==> config.mk <==
export PLATFORM = sky130hd
export DESIGN_NAME = meter_cal_ctrl
export DESIGN_NICKNAME = d
export VERILOG_FILES = /design/src/hdl/cal_pkg.sv /design/src/hdl/key_classify.sv /design/src/hdl/meter_cal_ctrl.sv
export SDC_FILE = /design/constraint.sdc
export NUM_CORES = 1
export LEC_CHECK = 0
export ABC_CLOCK_PERIOD_IN_PS = 4800
export CAP_MARGIN = 20
export CORE_ASPECT_RATIO = 1.2
export CORE_MARGIN = 4
export CORE_UTILIZATION = 30
export CTS_BUF_LIST = sky130_fd_sc_hd__clkbuf_8
export DETAILED_ROUTE_END_ITERATION = 16
export DONT_BUFFER_PORTS = 1
export GPL_TIMING_DRIVEN = 1
export MAX_ROUTING_LAYER = met4
export PLACE_DENSITY = 0.55
export SYNTH_ARGS = -nofsm -noshare
export SYNTH_HDL_FRONTEND = slang
export SYNTH_SLANG_ARGS = --single-unit
==> constraint.sdc <==
create_clock -name clk_i -period 4.8 [get_ports clk_i]
set_input_delay 0 -clock clk_i [delete_from_list [all_inputs] [get_ports clk_i]]
set_output_delay 0 -clock clk_i [all_outputs]
set_load 0.05 [all_outputs]
==> src/hdl/cal_pkg.sv <==
// shared types and constants of the meter calibration control
// assumes a 200 MHz clock; keys and flow pulses arrive from pins
package cal_pkg;
   localparam int CLK_MHZ = 200;
   localparam int DEBOUNCE_MS = 20;
   localparam int LONG_PRESS_MS = 1000;
   localparam int STANDBY_MS = 3000;
   localparam int RESTART_MS = 10;
   localparam int DEBOUNCE_CYC = DEBOUNCE_MS * CLK_MHZ * 1000;
   localparam int LONG_CYC = LONG_PRESS_MS * CLK_MHZ * 1000;
   localparam int STANDBY_CYC = STANDBY_MS * CLK_MHZ * 1000;
   localparam int RESTART_CYC = RESTART_MS * CLK_MHZ * 1000;
   localparam logic [15:0] FACTORY_FACTOR = 16'h03E8; // 1.000 in thousandths
   localparam logic [31:0] ZERO_QTY = 32'h00000000;

   typedef enum logic [2:0] {
      ST_RUN = 3'h0,
      ST_STANDBY = 3'h1,
      ST_VIEW = 3'h3,
      ST_FIELD = 3'h2,
      ST_FROZEN = 3'h6,
      ST_SAVE = 3'h7,
      ST_RESTART = 3'h5
   } mode_t;

   typedef struct packed {
      logic short_p;
      logic long_p;
   } press_t;

   typedef struct packed {
      logic wr;
      logic erase_user;
      logic use_user;
      logic [15:0] factor;
   } nvm_req_t;
endpackage

==> src/hdl/key_classify.sv <==
// one key: pin synchroniser, debounce and short/long classification
// assumes an active-high key level from a pin
`timescale 1ns/1ps
module key_classify #(
   parameter int DEB_CYC = cal_pkg::DEBOUNCE_CYC,
   parameter int LONG_CYC = cal_pkg::LONG_CYC
) (
   input wire logic clk_i,
   input wire logic rstn_i,
   input wire logic key_i,
   output cal_pkg::press_t press_o
);
   typedef struct packed {
      logic [2:0] sync;
      logic level;
      logic [31:0] cnt;
      logic long_done;
      cal_pkg::press_t press;
   } key_state_t;

   key_state_t st_r;
   key_state_t st_nxt;

   // debounce, then time the held level
   always_comb begin
      st_nxt = st_r;
      st_nxt.sync = {st_r.sync[1:0], key_i};
      st_nxt.press = '0;
      if (st_r.sync[2] == st_r.sync[1] && st_r.sync[2] != st_r.level) begin
         st_nxt.level = st_r.sync[2];
         // short release: only when debounce interval passed
         if (!st_r.sync[2] && !st_r.long_done && st_r.cnt >= 32'(DEB_CYC))
            st_nxt.press.short_p = 1'b1;
         st_nxt.cnt = '0;
         st_nxt.long_done = 1'b0;
      end else if (st_r.level) begin
         if (st_r.cnt != 32'hFFFFFFFF)
            st_nxt.cnt = st_r.cnt + 32'h1;
         // long press fires once at the threshold
         if (!st_r.long_done && st_r.cnt >= 32'(LONG_CYC)) begin
            st_nxt.press.long_p = 1'b1;
            st_nxt.long_done = 1'b1;
         end
      end
   end

   always_ff @(posedge clk_i) begin
      if (!rstn_i)
         st_r <= '0;
      else
         st_r <= st_nxt;
   end

   assign press_o = st_r.press;

   chk_short_long_excl: assert property (@(posedge clk_i) disable iff (!rstn_i)
      !(press_o.short_p && press_o.long_p)) else $error("short and long together");
   chk_long_once: assert property (@(posedge clk_i) disable iff (!rstn_i)
      press_o.long_p |=> !press_o.long_p) else $error("long press repeated");
endmodule

==> src/hdl/meter_cal_ctrl.sv <==
// calibration control of a pulse-counting fuel meter
// assumes keys and flow pulse from pins; storage port accepts a write per cycle
`timescale 1ns/1ps
module meter_cal_ctrl #(
   parameter int STANDBY_CYC = cal_pkg::STANDBY_CYC,
   parameter int RESTART_CYC = cal_pkg::RESTART_CYC,
   parameter int DEB_CYC = cal_pkg::DEBOUNCE_CYC,
   parameter int LONG_CYC = cal_pkg::LONG_CYC
) (
   input wire logic clk_i,
   input wire logic rstn_i,
   input wire logic flow_pulse_i,
   input wire logic key_cal_i,
   input wire logic key_reset_i,
   input wire logic [15:0] nv_user_factor_i,
   input wire logic nv_use_user_i,
   input wire logic [31:0] nv_partial_i,
   input wire logic [31:0] nv_rtotal_i,
   input wire logic [31:0] nv_gtotal_i,
   input wire logic nv_valid_i,
   output logic [31:0] partial_o,
   output logic [31:0] rtotal_o,
   output logic [31:0] gtotal_o,
   output logic [15:0] factor_o,
   output logic factor_user_o,
   output logic cal_ind_o,
   output logic field_ind_o,
   output logic standby_o,
   output logic frozen_o,
   output cal_pkg::nvm_req_t nv_req_o,
   output logic [31:0] nv_partial_o,
   output logic [31:0] nv_rtotal_o,
   output logic [31:0] nv_gtotal_o
);
   typedef struct packed {
      cal_pkg::mode_t mode;
      logic [2:0] psync;
      logic plevel;
      logic loaded;
      logic [15:0] user_factor;
      logic use_user;
      logic sel_user;
      logic [31:0] partial;
      logic [31:0] rtotal;
      logic [31:0] gtotal;
      logic [31:0] timer;
      cal_pkg::nvm_req_t nv;
      logic [15:0] show_factor;
      logic show_user;
      logic cal_ind;
      logic field_ind;
      logic standby;
      logic frozen;
   } ctl_state_t;

   ctl_state_t s_r;
   ctl_state_t s_nxt;
   cal_pkg::press_t cal_p;
   cal_pkg::press_t rst_p;
   logic pulse;
   logic [15:0] active_factor;

   // both keys debounced and classified first
   key_classify #(.DEB_CYC(DEB_CYC), .LONG_CYC(LONG_CYC)) u_cal_key (
      .clk_i(clk_i),
      .rstn_i(rstn_i),
      .key_i(key_cal_i),
      .press_o(cal_p)
   );
   key_classify #(.DEB_CYC(DEB_CYC), .LONG_CYC(LONG_CYC)) u_rst_key (
      .clk_i(clk_i),
      .rstn_i(rstn_i),
      .key_i(key_reset_i),
      .press_o(rst_p)
   );

   // pulse edge once the 2nd and 3rd sync stages agree on a new high level
   assign pulse = s_r.psync[2] && s_r.psync[1] && !s_r.plevel;
   // factory constant is used whenever user factor is not selected
   assign active_factor = s_r.use_user ? s_r.user_factor : cal_pkg::FACTORY_FACTOR;

   // main sequencing
   always_comb begin
      s_nxt = s_r;
      s_nxt.psync = {s_r.psync[1:0], flow_pulse_i};
      if (s_r.psync[2] == s_r.psync[1])
         s_nxt.plevel = s_r.psync[2]; // settled pin level
      s_nxt.nv = '0;
      if (!s_r.loaded) begin
         // restore stored selection and registers at start
         if (nv_valid_i) begin
            s_nxt.loaded = 1'b1;
            s_nxt.user_factor = nv_user_factor_i;
            s_nxt.use_user = nv_use_user_i;
            s_nxt.partial = nv_partial_i;
            s_nxt.rtotal = nv_rtotal_i;
            s_nxt.gtotal = nv_gtotal_i;
            s_nxt.mode = cal_pkg::ST_STANDBY;
         end
      end else begin
         unique case (s_r.mode)
            cal_pkg::ST_RUN: begin
               if (pulse) begin
                  // quantity by active factor per pulse
                  s_nxt.partial = s_r.partial + 32'(active_factor);
                  s_nxt.rtotal = s_r.rtotal + 32'(active_factor);
                  s_nxt.gtotal = s_r.gtotal + 32'(active_factor);
                  s_nxt.timer = '0;
               end else if (s_r.timer >= 32'(STANDBY_CYC)) begin
                  s_nxt.mode = cal_pkg::ST_STANDBY;
               end else begin
                  s_nxt.timer = s_r.timer + 32'h1;
               end
            end
            cal_pkg::ST_STANDBY: begin
               if (pulse) begin
                  s_nxt.mode = cal_pkg::ST_RUN;
                  s_nxt.partial = s_r.partial + 32'(active_factor);
                  s_nxt.rtotal = s_r.rtotal + 32'(active_factor);
                  s_nxt.gtotal = s_r.gtotal + 32'(active_factor);
                  s_nxt.timer = '0;
               end else if (cal_p.long_p) begin
                  // only long cal in standby opens calibration
                  s_nxt.mode = cal_pkg::ST_VIEW;
                  s_nxt.sel_user = s_r.use_user;
               end else if (rst_p.short_p) begin
                  s_nxt.partial = cal_pkg::ZERO_QTY;
                  s_nxt.nv.wr = 1'b1;
               end
            end
            cal_pkg::ST_VIEW: begin
               // totals untouched, pulses ignored here
               if (rst_p.short_p) begin
                  s_nxt.sel_user = !s_r.sel_user;
               end else if (rst_p.long_p) begin
                  s_nxt.mode = cal_pkg::ST_FIELD;
                  s_nxt.partial = cal_pkg::ZERO_QTY;
               end else if (cal_p.short_p) begin
                  // confirm choice; factory choice erases user factor
                  s_nxt.use_user = s_r.sel_user;
                  if (!s_r.sel_user)
                     s_nxt.user_factor = cal_pkg::FACTORY_FACTOR;
                  s_nxt.mode = cal_pkg::ST_SAVE;
               end
            end
            cal_pkg::ST_FIELD: begin
               // partial counts raw factory units across stops
               if (rst_p.short_p)
                  s_nxt.mode = cal_pkg::ST_FROZEN;
               else if (pulse)
                  s_nxt.partial = s_r.partial + 32'(cal_pkg::FACTORY_FACTOR);
            end
            cal_pkg::ST_FROZEN: begin
               // partial held until a short cal press moves to the save step
               if (cal_p.short_p)
                  s_nxt.mode = cal_pkg::ST_SAVE;
            end
            cal_pkg::ST_SAVE: begin
               // store factor before restart begins
               s_nxt.nv.wr = 1'b1;
               s_nxt.nv.erase_user = !s_r.use_user;
               s_nxt.nv.use_user = s_r.use_user;
               s_nxt.nv.factor = s_r.user_factor;
               s_nxt.timer = '0;
               s_nxt.mode = cal_pkg::ST_RESTART;
            end
            cal_pkg::ST_RESTART: begin
               if (s_r.timer >= 32'(RESTART_CYC)) begin
                  s_nxt.mode = cal_pkg::ST_STANDBY;
                  s_nxt.partial = cal_pkg::ZERO_QTY;
               end else begin
                  s_nxt.timer = s_r.timer + 32'h1;
               end
            end
            default: begin
               s_nxt.mode = cal_pkg::ST_STANDBY; // illegal code recovery
            end
         endcase
      end
      // display outputs decoded from the next state, so they leave flops
      s_nxt.show_user = s_nxt.mode == cal_pkg::ST_VIEW ? s_nxt.sel_user : s_nxt.use_user;
      s_nxt.show_factor = s_nxt.show_user ? s_nxt.user_factor : cal_pkg::FACTORY_FACTOR;
      s_nxt.cal_ind = s_nxt.mode inside {cal_pkg::ST_VIEW, cal_pkg::ST_FIELD,
         cal_pkg::ST_FROZEN};
      s_nxt.field_ind = s_nxt.mode inside {cal_pkg::ST_FIELD, cal_pkg::ST_FROZEN};
      s_nxt.standby = s_nxt.mode == cal_pkg::ST_STANDBY;
      s_nxt.frozen = s_nxt.mode == cal_pkg::ST_FROZEN;
   end

   always_ff @(posedge clk_i) begin
      if (!rstn_i) begin
         s_r <= '0;
      end else begin
         s_r <= s_nxt;
      end
   end

   // outputs straight from state flops
   assign partial_o = s_r.partial;
   assign rtotal_o = s_r.rtotal;
   assign gtotal_o = s_r.gtotal;
   assign factor_o = s_r.show_factor;
   assign factor_user_o = s_r.show_user;
   assign cal_ind_o = s_r.cal_ind;
   assign field_ind_o = s_r.field_ind;
   assign standby_o = s_r.standby;
   assign frozen_o = s_r.frozen;
   assign nv_req_o = s_r.nv;
   assign nv_partial_o = s_r.partial;
   assign nv_rtotal_o = s_r.rtotal;
   assign nv_gtotal_o = s_r.gtotal;

   // checks
   chk_totals_frozen_cal: assert property (@(posedge clk_i) disable iff (!rstn_i)
      cal_ind_o |=> $stable(gtotal_o) && $stable(rtotal_o)) else $error("total moved");
   chk_entry_standby: assert property (@(posedge clk_i) disable iff (!rstn_i)
      (!cal_ind_o ##1 cal_ind_o) |-> $past(standby_o, 1) && $past(cal_p.long_p, 1))
      else $error("bad entry");
   chk_field_clear: assert property (@(posedge clk_i) disable iff (!rstn_i)
      (s_r.mode == cal_pkg::ST_VIEW && rst_p.long_p) |=> field_ind_o && partial_o == 0)
      else $error("field not cleared");
   chk_toggle_sel: assert property (@(posedge clk_i) disable iff (!rstn_i)
      (s_r.mode == cal_pkg::ST_VIEW && rst_p.short_p) |=> factor_user_o != $past(factor_user_o))
      else $error("no toggle");
   chk_freeze_part: assert property (@(posedge clk_i) disable iff (!rstn_i)
      frozen_o ##1 frozen_o |-> $stable(partial_o)) else $error("frozen moved");
   chk_save_first: assert property (@(posedge clk_i) disable iff (!rstn_i)
      s_r.mode == cal_pkg::ST_SAVE |=> nv_req_o.wr ##0 s_r.mode == cal_pkg::ST_RESTART)
      else $error("no store");
   chk_erase_fact: assert property (@(posedge clk_i) disable iff (!rstn_i)
      (nv_req_o.wr && s_r.mode == cal_pkg::ST_RESTART && !factor_user_o) |-> nv_req_o.erase_user)
      else $error("no erase");
   chk_count_factor: assert property (@(posedge clk_i) disable iff (!rstn_i)
      (s_r.mode == cal_pkg::ST_RUN && pulse) |=>
      gtotal_o == $past(gtotal_o) + 32'($past(active_factor))) else $error("bad count");
   cov_enter_cal: cover property (@(posedge clk_i) standby_o ##1 cal_ind_o);
   cov_field_freeze: cover property (@(posedge clk_i) field_ind_o && !frozen_o ##1 frozen_o);
   cov_restart: cover property (@(posedge clk_i) nv_req_o.wr && nv_req_o.use_user);
endmodule

### Yosys cells after proc, flatten, opt, wreduce, memory -nomap -nowiden

Cells that the tools add are included.

* mux-type cells: 54
* eq/ne operators: 31
* bitwise gates (word level): 3
* add/subtract/negate cells: 7
* magnitude comparators: 6
* reductions and logical operators: 38

Operators with widths (count)
* $mux 96: 4
* $mux 32: 11
* $pmux 32 s5: 1
* $pmux 32 s4: 1
* $pmux 64 s2: 1
* $add 32x1->32 const B: 3
* $add 32x16->32: 3
* $mux 17: 5
* $ge 32x22->1 const B: 2
* $ge 32x28->1 const B: 2
* $ne 32x32->1 const B: 2
* $mux 3: 11
* $add 32x10->32 const B: 1
* $ge 32x21->1 const B: 1
* $ge 32x30->1 const B: 1
* $mux 16: 2
* $ne 3x3->1 const B: 7
* $pmux 3 s7: 1
* $mux 18: 1
* $reduce_and 2->1: 8
* $mux 1: 13
* $eq 3x2->1 const B: 4
* $eq 3x3->1 const B: 4
* $logic_and 1x1->1: 10
* other kinds (23): 40

* word-level logic and storage cells: 173
* register bits after elaboration: 272

### Longest topological paths before layout

* depth after elaboration: 8
* mapped depth: 14
* gate-level depth less buffers: 12

### Hierarchy

From an unflattened synthesis, not the netlist that was laid out.

* cell total of the unflattened synthesis: 2336
* area total of the unflattened synthesis: 18307.6 um^2

By module, submodules not included
* meter_cal_ctrl: sequential area each 3883.7 um^2, area each 14186.1 um^2, cells each 1836, instances 1
* key_classify: sequential area each 780.7 um^2, area each 2060.7 um^2, cells each 250, instances 2

### Least setup slack after synthesis

No wires, ideal clock.

* kind: register to register
* start point: register s_r[169] (netlist name)
* end point: register s_r (netlist bit nv_partial_o[21])
* slack: 1.503 ns
* arrival time: 3.181 ns
* cell stages (with the launch flop): 14
* period minus slack after synthesis: 3.297 ns
* library setup time: 0.116 ns
* path through: dfxtp_1 clkbuf_1 clkbuf_1 nand2_1 inv_1 ha_1 a211oi_1 nor4_1 or4_1 o2111ai_1 nand3_2 a22o_1 a21o_1 a41o_1

* longest elaborated chain between the ends: 5
* elaborated cells on any way between the ends: 6
* those cells by class: add/sub: 1; mux: 5

RTL lines
* from (decl): line meter_cal_ctrl.sv:56 `ctl_state_t s_r;`
* from (signal assigned): line meter_cal_ctrl.sv:194 `s_r <= s_nxt;`
* $mux 16 *: line meter_cal_ctrl.sv:80 `assign active_factor = s_r.use_user ? s_r.user_factor : cal_pkg::FACTORY_FACTOR;`
* $add 32x16->32 *: line meter_cal_ctrl.sv:105, meter_cal_ctrl.sv:118
* $mux 32 / $mux 96 (equally long branches): line meter_cal_ctrl.sv:116, meter_cal_ctrl.sv:103
* $pmux 32 s5 *: line meter_cal_ctrl.sv:101 `unique case (s_r.mode)`
* $mux 96 *: line meter_cal_ctrl.sv:89 `if (!s_r.loaded) begin`

Every way passes the cells marked *; elsewhere a longest branch is shown, timed or not. The select of a mux whose other input is x is not followed.
A chain may end at the register's enable or synchronous reset.

### Worst setup path in the final report

* start point: register s_r[169] (netlist name)
* end point: register s_r (netlist bit gtotal_o[26])

* longest elaborated chain between the ends: 5
* elaborated cells on any way between the ends: 6
* those cells by class: add/sub: 1; mux: 5

RTL lines (line)
* $mux 16 *: meter_cal_ctrl.sv:80
* $add 32x16->32 *: meter_cal_ctrl.sv:107, meter_cal_ctrl.sv:120
* $mux 96, on equally long branches: meter_cal_ctrl.sv:116, meter_cal_ctrl.sv:103
* $pmux 64 s2 *: meter_cal_ctrl.sv:101
* $mux 96 *: meter_cal_ctrl.sv:89

Marked as above.

==> out/qor.yml <==
status: "complete, no violations"
async_flop_share_pct: 0
place_ws_ns: 1.07
synth_common_cells: "dfxtp_1 (272), buf_4 (227), nor2_1 (225)"
syn_inst: 2179
rows: 96
initial_utilization_pct: 30.4
antenna_found_initial: 9
cts_tree: "done"
grt_max_degree: 89
top_layer_used: "met4"
required_ns: 5.31
met3WireLength_mm: 4.79
path_clk_slew_ns: 0.06
final.setup_skew_ns: 0.0289
cp_max_fo: 17
postCtsSetupBuffers: 0
dpl.hpwl_mm: 43.8
rsz0062_at_grt: "false"
synth-edff-count: 0
dieWidth_um: 228
cts.sinks: 272
routabilityCongestion: 0.945
path_buf_inv: 1
areaGrowthSynthToFinish_pct: 11.8
hold_path_class: "in -> reg"
crit_path_top_delay_cell: "dfxtp_1"
wirelength_mm: 60.1
slew-limit-headroom_pct: 22.1
vias: 16000
dieArea_mm2: 0.0620
synth.largest_area_cell: "dfxtp_1"
powerDensity_mw_per_mm2: 343
synthesis.area_mm2: 0.0174
critPathTopFamily: "compound AO/OA/AOI/OAI gates"
cp-end-kind: "register"
syn_nets: 2357
drt-met1-wl_mm: 24.3
post-synth-top-area-fraction_pct: 31.3
crit_type: "reg -> reg"
max_freq_ghz: 0.262
synth.yosys.warnings: 0
synth_area_leaders: "dfxtp_1 (31%), buf_4 (9.8%), nor2_1 (4.9%), a21oi_1 (4.4%), ha_1 (4.0%)"
top_level_ports: 351
antenna_left: 0
die_y_um: 272
critPathArrivalTime_ns: 4.33
setup_violations: 0
io_buffer_count: 0
ys_ff_latch: 272
via_per_inst: 5.49
max-cap-violations: 0
ys_seq_area_share_pct: 31.3
syn_avg_cell_area_um2: 7.99
first_pass_iters: 5
wl_met2_mm: 28.7
cts-root-buf: "clkbuf_8"
path_cells: "and2_1, ha_1, inv_1, fa_1, nand2b_1, a21oi_1, or4_1, and3_1, o21ai_1, a211oi_1, a311oi_1, nor4_1"
stdcell_area_mm2: 0.0195
first_iter_violations: 1262
core-area_mm2: 0.0573
finalCriticalPeriod_ns: 3.81
globalRouteOverflowTotal: 0
finalHoldViolCount: 0
numCtsBuffers: 52
slowest_delay_ns: 0.65
tightest_slew_ns: 1.17
synth_top_flop_cell: "dfxtp_1"
start_kind: "register"
grt_pass1_wl_mm: 91.7
period_share_pct: 79.5
p_leak_nw: 7.32
drive_gt1_share_pct: 11.4
setup_slack_ns: 0.986
yosysMostFrequentCell: "dfxtp_1"
r2r_setup_slack_ns: 0.99
wl_per_cell_um: 20.7
placed_cell_area_mm2: 0.0170
cts_max_path_buffers: 3
grt_pass1_vias: 15500
grt_use_total_pct: 19.0
ir_drop_mv: 0.233
clk_latency_ns: 0.63
cts_max_level: 2
synth_cell_types: 91
fin_tns_setup_ns: 0
drv_slew: 0
route.detailed.drc: 0
nNetsFinal: 2304
stage by stage:
stage               total power [mW]  util, %  hold slack [ns]  instances
floorplan                       3.89        -            0.126       2179
global placement                4.04     29.7            0.137       2680
detailed placement              4.05     29.7            0.132       2680
global route                    6.97     34.0            0.109       2907
CTS                             6.75     33.9           0.0642       2898
finish                          6.68     34.0            0.119       2907
power by group:
part | internal [mW] | switching (mW)
logic | 0.467 | 1.13
registers | 2.36 | 0.181
clock network | 1.46 | 1.08
total | 4.28 | 2.40
per-layer routing:
layer / global-route usage [%] / up-vias
met3: 4.29 / 135
li1: - / 7531
met5: - / -
met1: 22.6 / 7615
met4: 7.24 / 0
met2: 31.5 / 669
sequential cells by signal, summed over array words and instances (netlist names):
register           count
s_nxt                  2
nv_partial_o          32
cal_ind_o              1
s_r                   56
nv_req_o              19
u_rst_key.st_nxt       2
factor_user_o          1
frozen_o               1
field_ind_o            1
u_rst_key.press_o      2
u_rst_key.st_r        35
gtotal_o              32
factor_o              16
u_cal_key.st_nxt       2
standby_o              1
u_cal_key.press_o      2
nv_rtotal_o           32
u_cal_key.st_r        35
cells in the final DEF, fill, tap and decap left out, drive strengths merged, types with 15 or more instances in the layout:
master and n:
a211oi 50, a21o 34, a21oi 154, a311oi 15, a31oi 21, and2 48, and3 35, buf 101
clkbuf 71, dfxtp 272, dlygate4sd3 123, ha 56, inv 59, mux2i 29, nand2 152, nand2b 15
nand3 63, nand4 42, nor2 226, nor3 63, nor4 28, o211ai 19, o21ai 121, o22ai 15
or3 30, xnor2 65, xor2 49
worst reg2reg max path, cell delays in order, from the launching register on:
cell	delay (ns)
dfxtp_1	0.65
and2_1	0.33
ha_1	0.23
inv_1	0.07
fa_1	0.40
nand2b_1	0.18
a21oi_1	0.24
or4_1	0.21
and3_1	0.17
o21ai_1	0.14
a211oi_1	0.63
a311oi_1	0.19
nor4_1	0.25
cells by family after synthesis:
logic type | Yosys count | share of synthesized area, %
compound gates | 559 | 21.2
fa+ha+maj | 59 | 4.37
simple gates | 754 | 22.0
flops | 272 | 31.3
mux | 35 | 2.08
buf+inv | 386 | 13.3
xor+xnor | 114 | 5.73
repair_timing:
| action | in CTS | in global routing |
|---|---|---|
| resized for setup | 0 | 0 |
| setup endpoints to repair | 0 | 0 |
| endpoints found under the hold margin | 230 | 0 |
| hold buffers | 124 | 0 |
path summary, 6_finish.rpt:
| path | from | to | cells past startpoint |
|---|---|---|---|
| setup reg to reg | s_r[169]$_SDFF_PN0_ | gtotal_o[26]$_SDFFE_PN0P_ | 12 |
| setup / recovery | s_r[169]$_SDFF_PN0_ | gtotal_o[26]$_SDFFE_PN0P_ | 12 |
| hold reg to reg | u_cal_key.st_nxt[37]$_SDFF_PN0_ | u_cal_key.st_nxt[38]$_SDFF_PN0_ | 1 |
| hold / removal | nv_gtotal_i[11] | gtotal_o[11]$_SDFFE_PN0P_ | 3 |
cell type report:
| class | instances | area, µm² |
|---|---|---|
| Fill cell | 5918 | 37800 |
| Multi-Input combinational cell | 1521 | 9680 |
| Sequential cell | 272 | 5450 |
| Timing Repair Buffer | 225 | 2030 |
| Clock buffer | 70 | 963 |
| Tap cell | 735 | 920 |
| Inverter | 54 | 204 |
| Clock inverter | 24 | 195 |
| Antenna cell | 6 | 15.0 |
No activity file was read; power rests on OpenSTA's default activity.
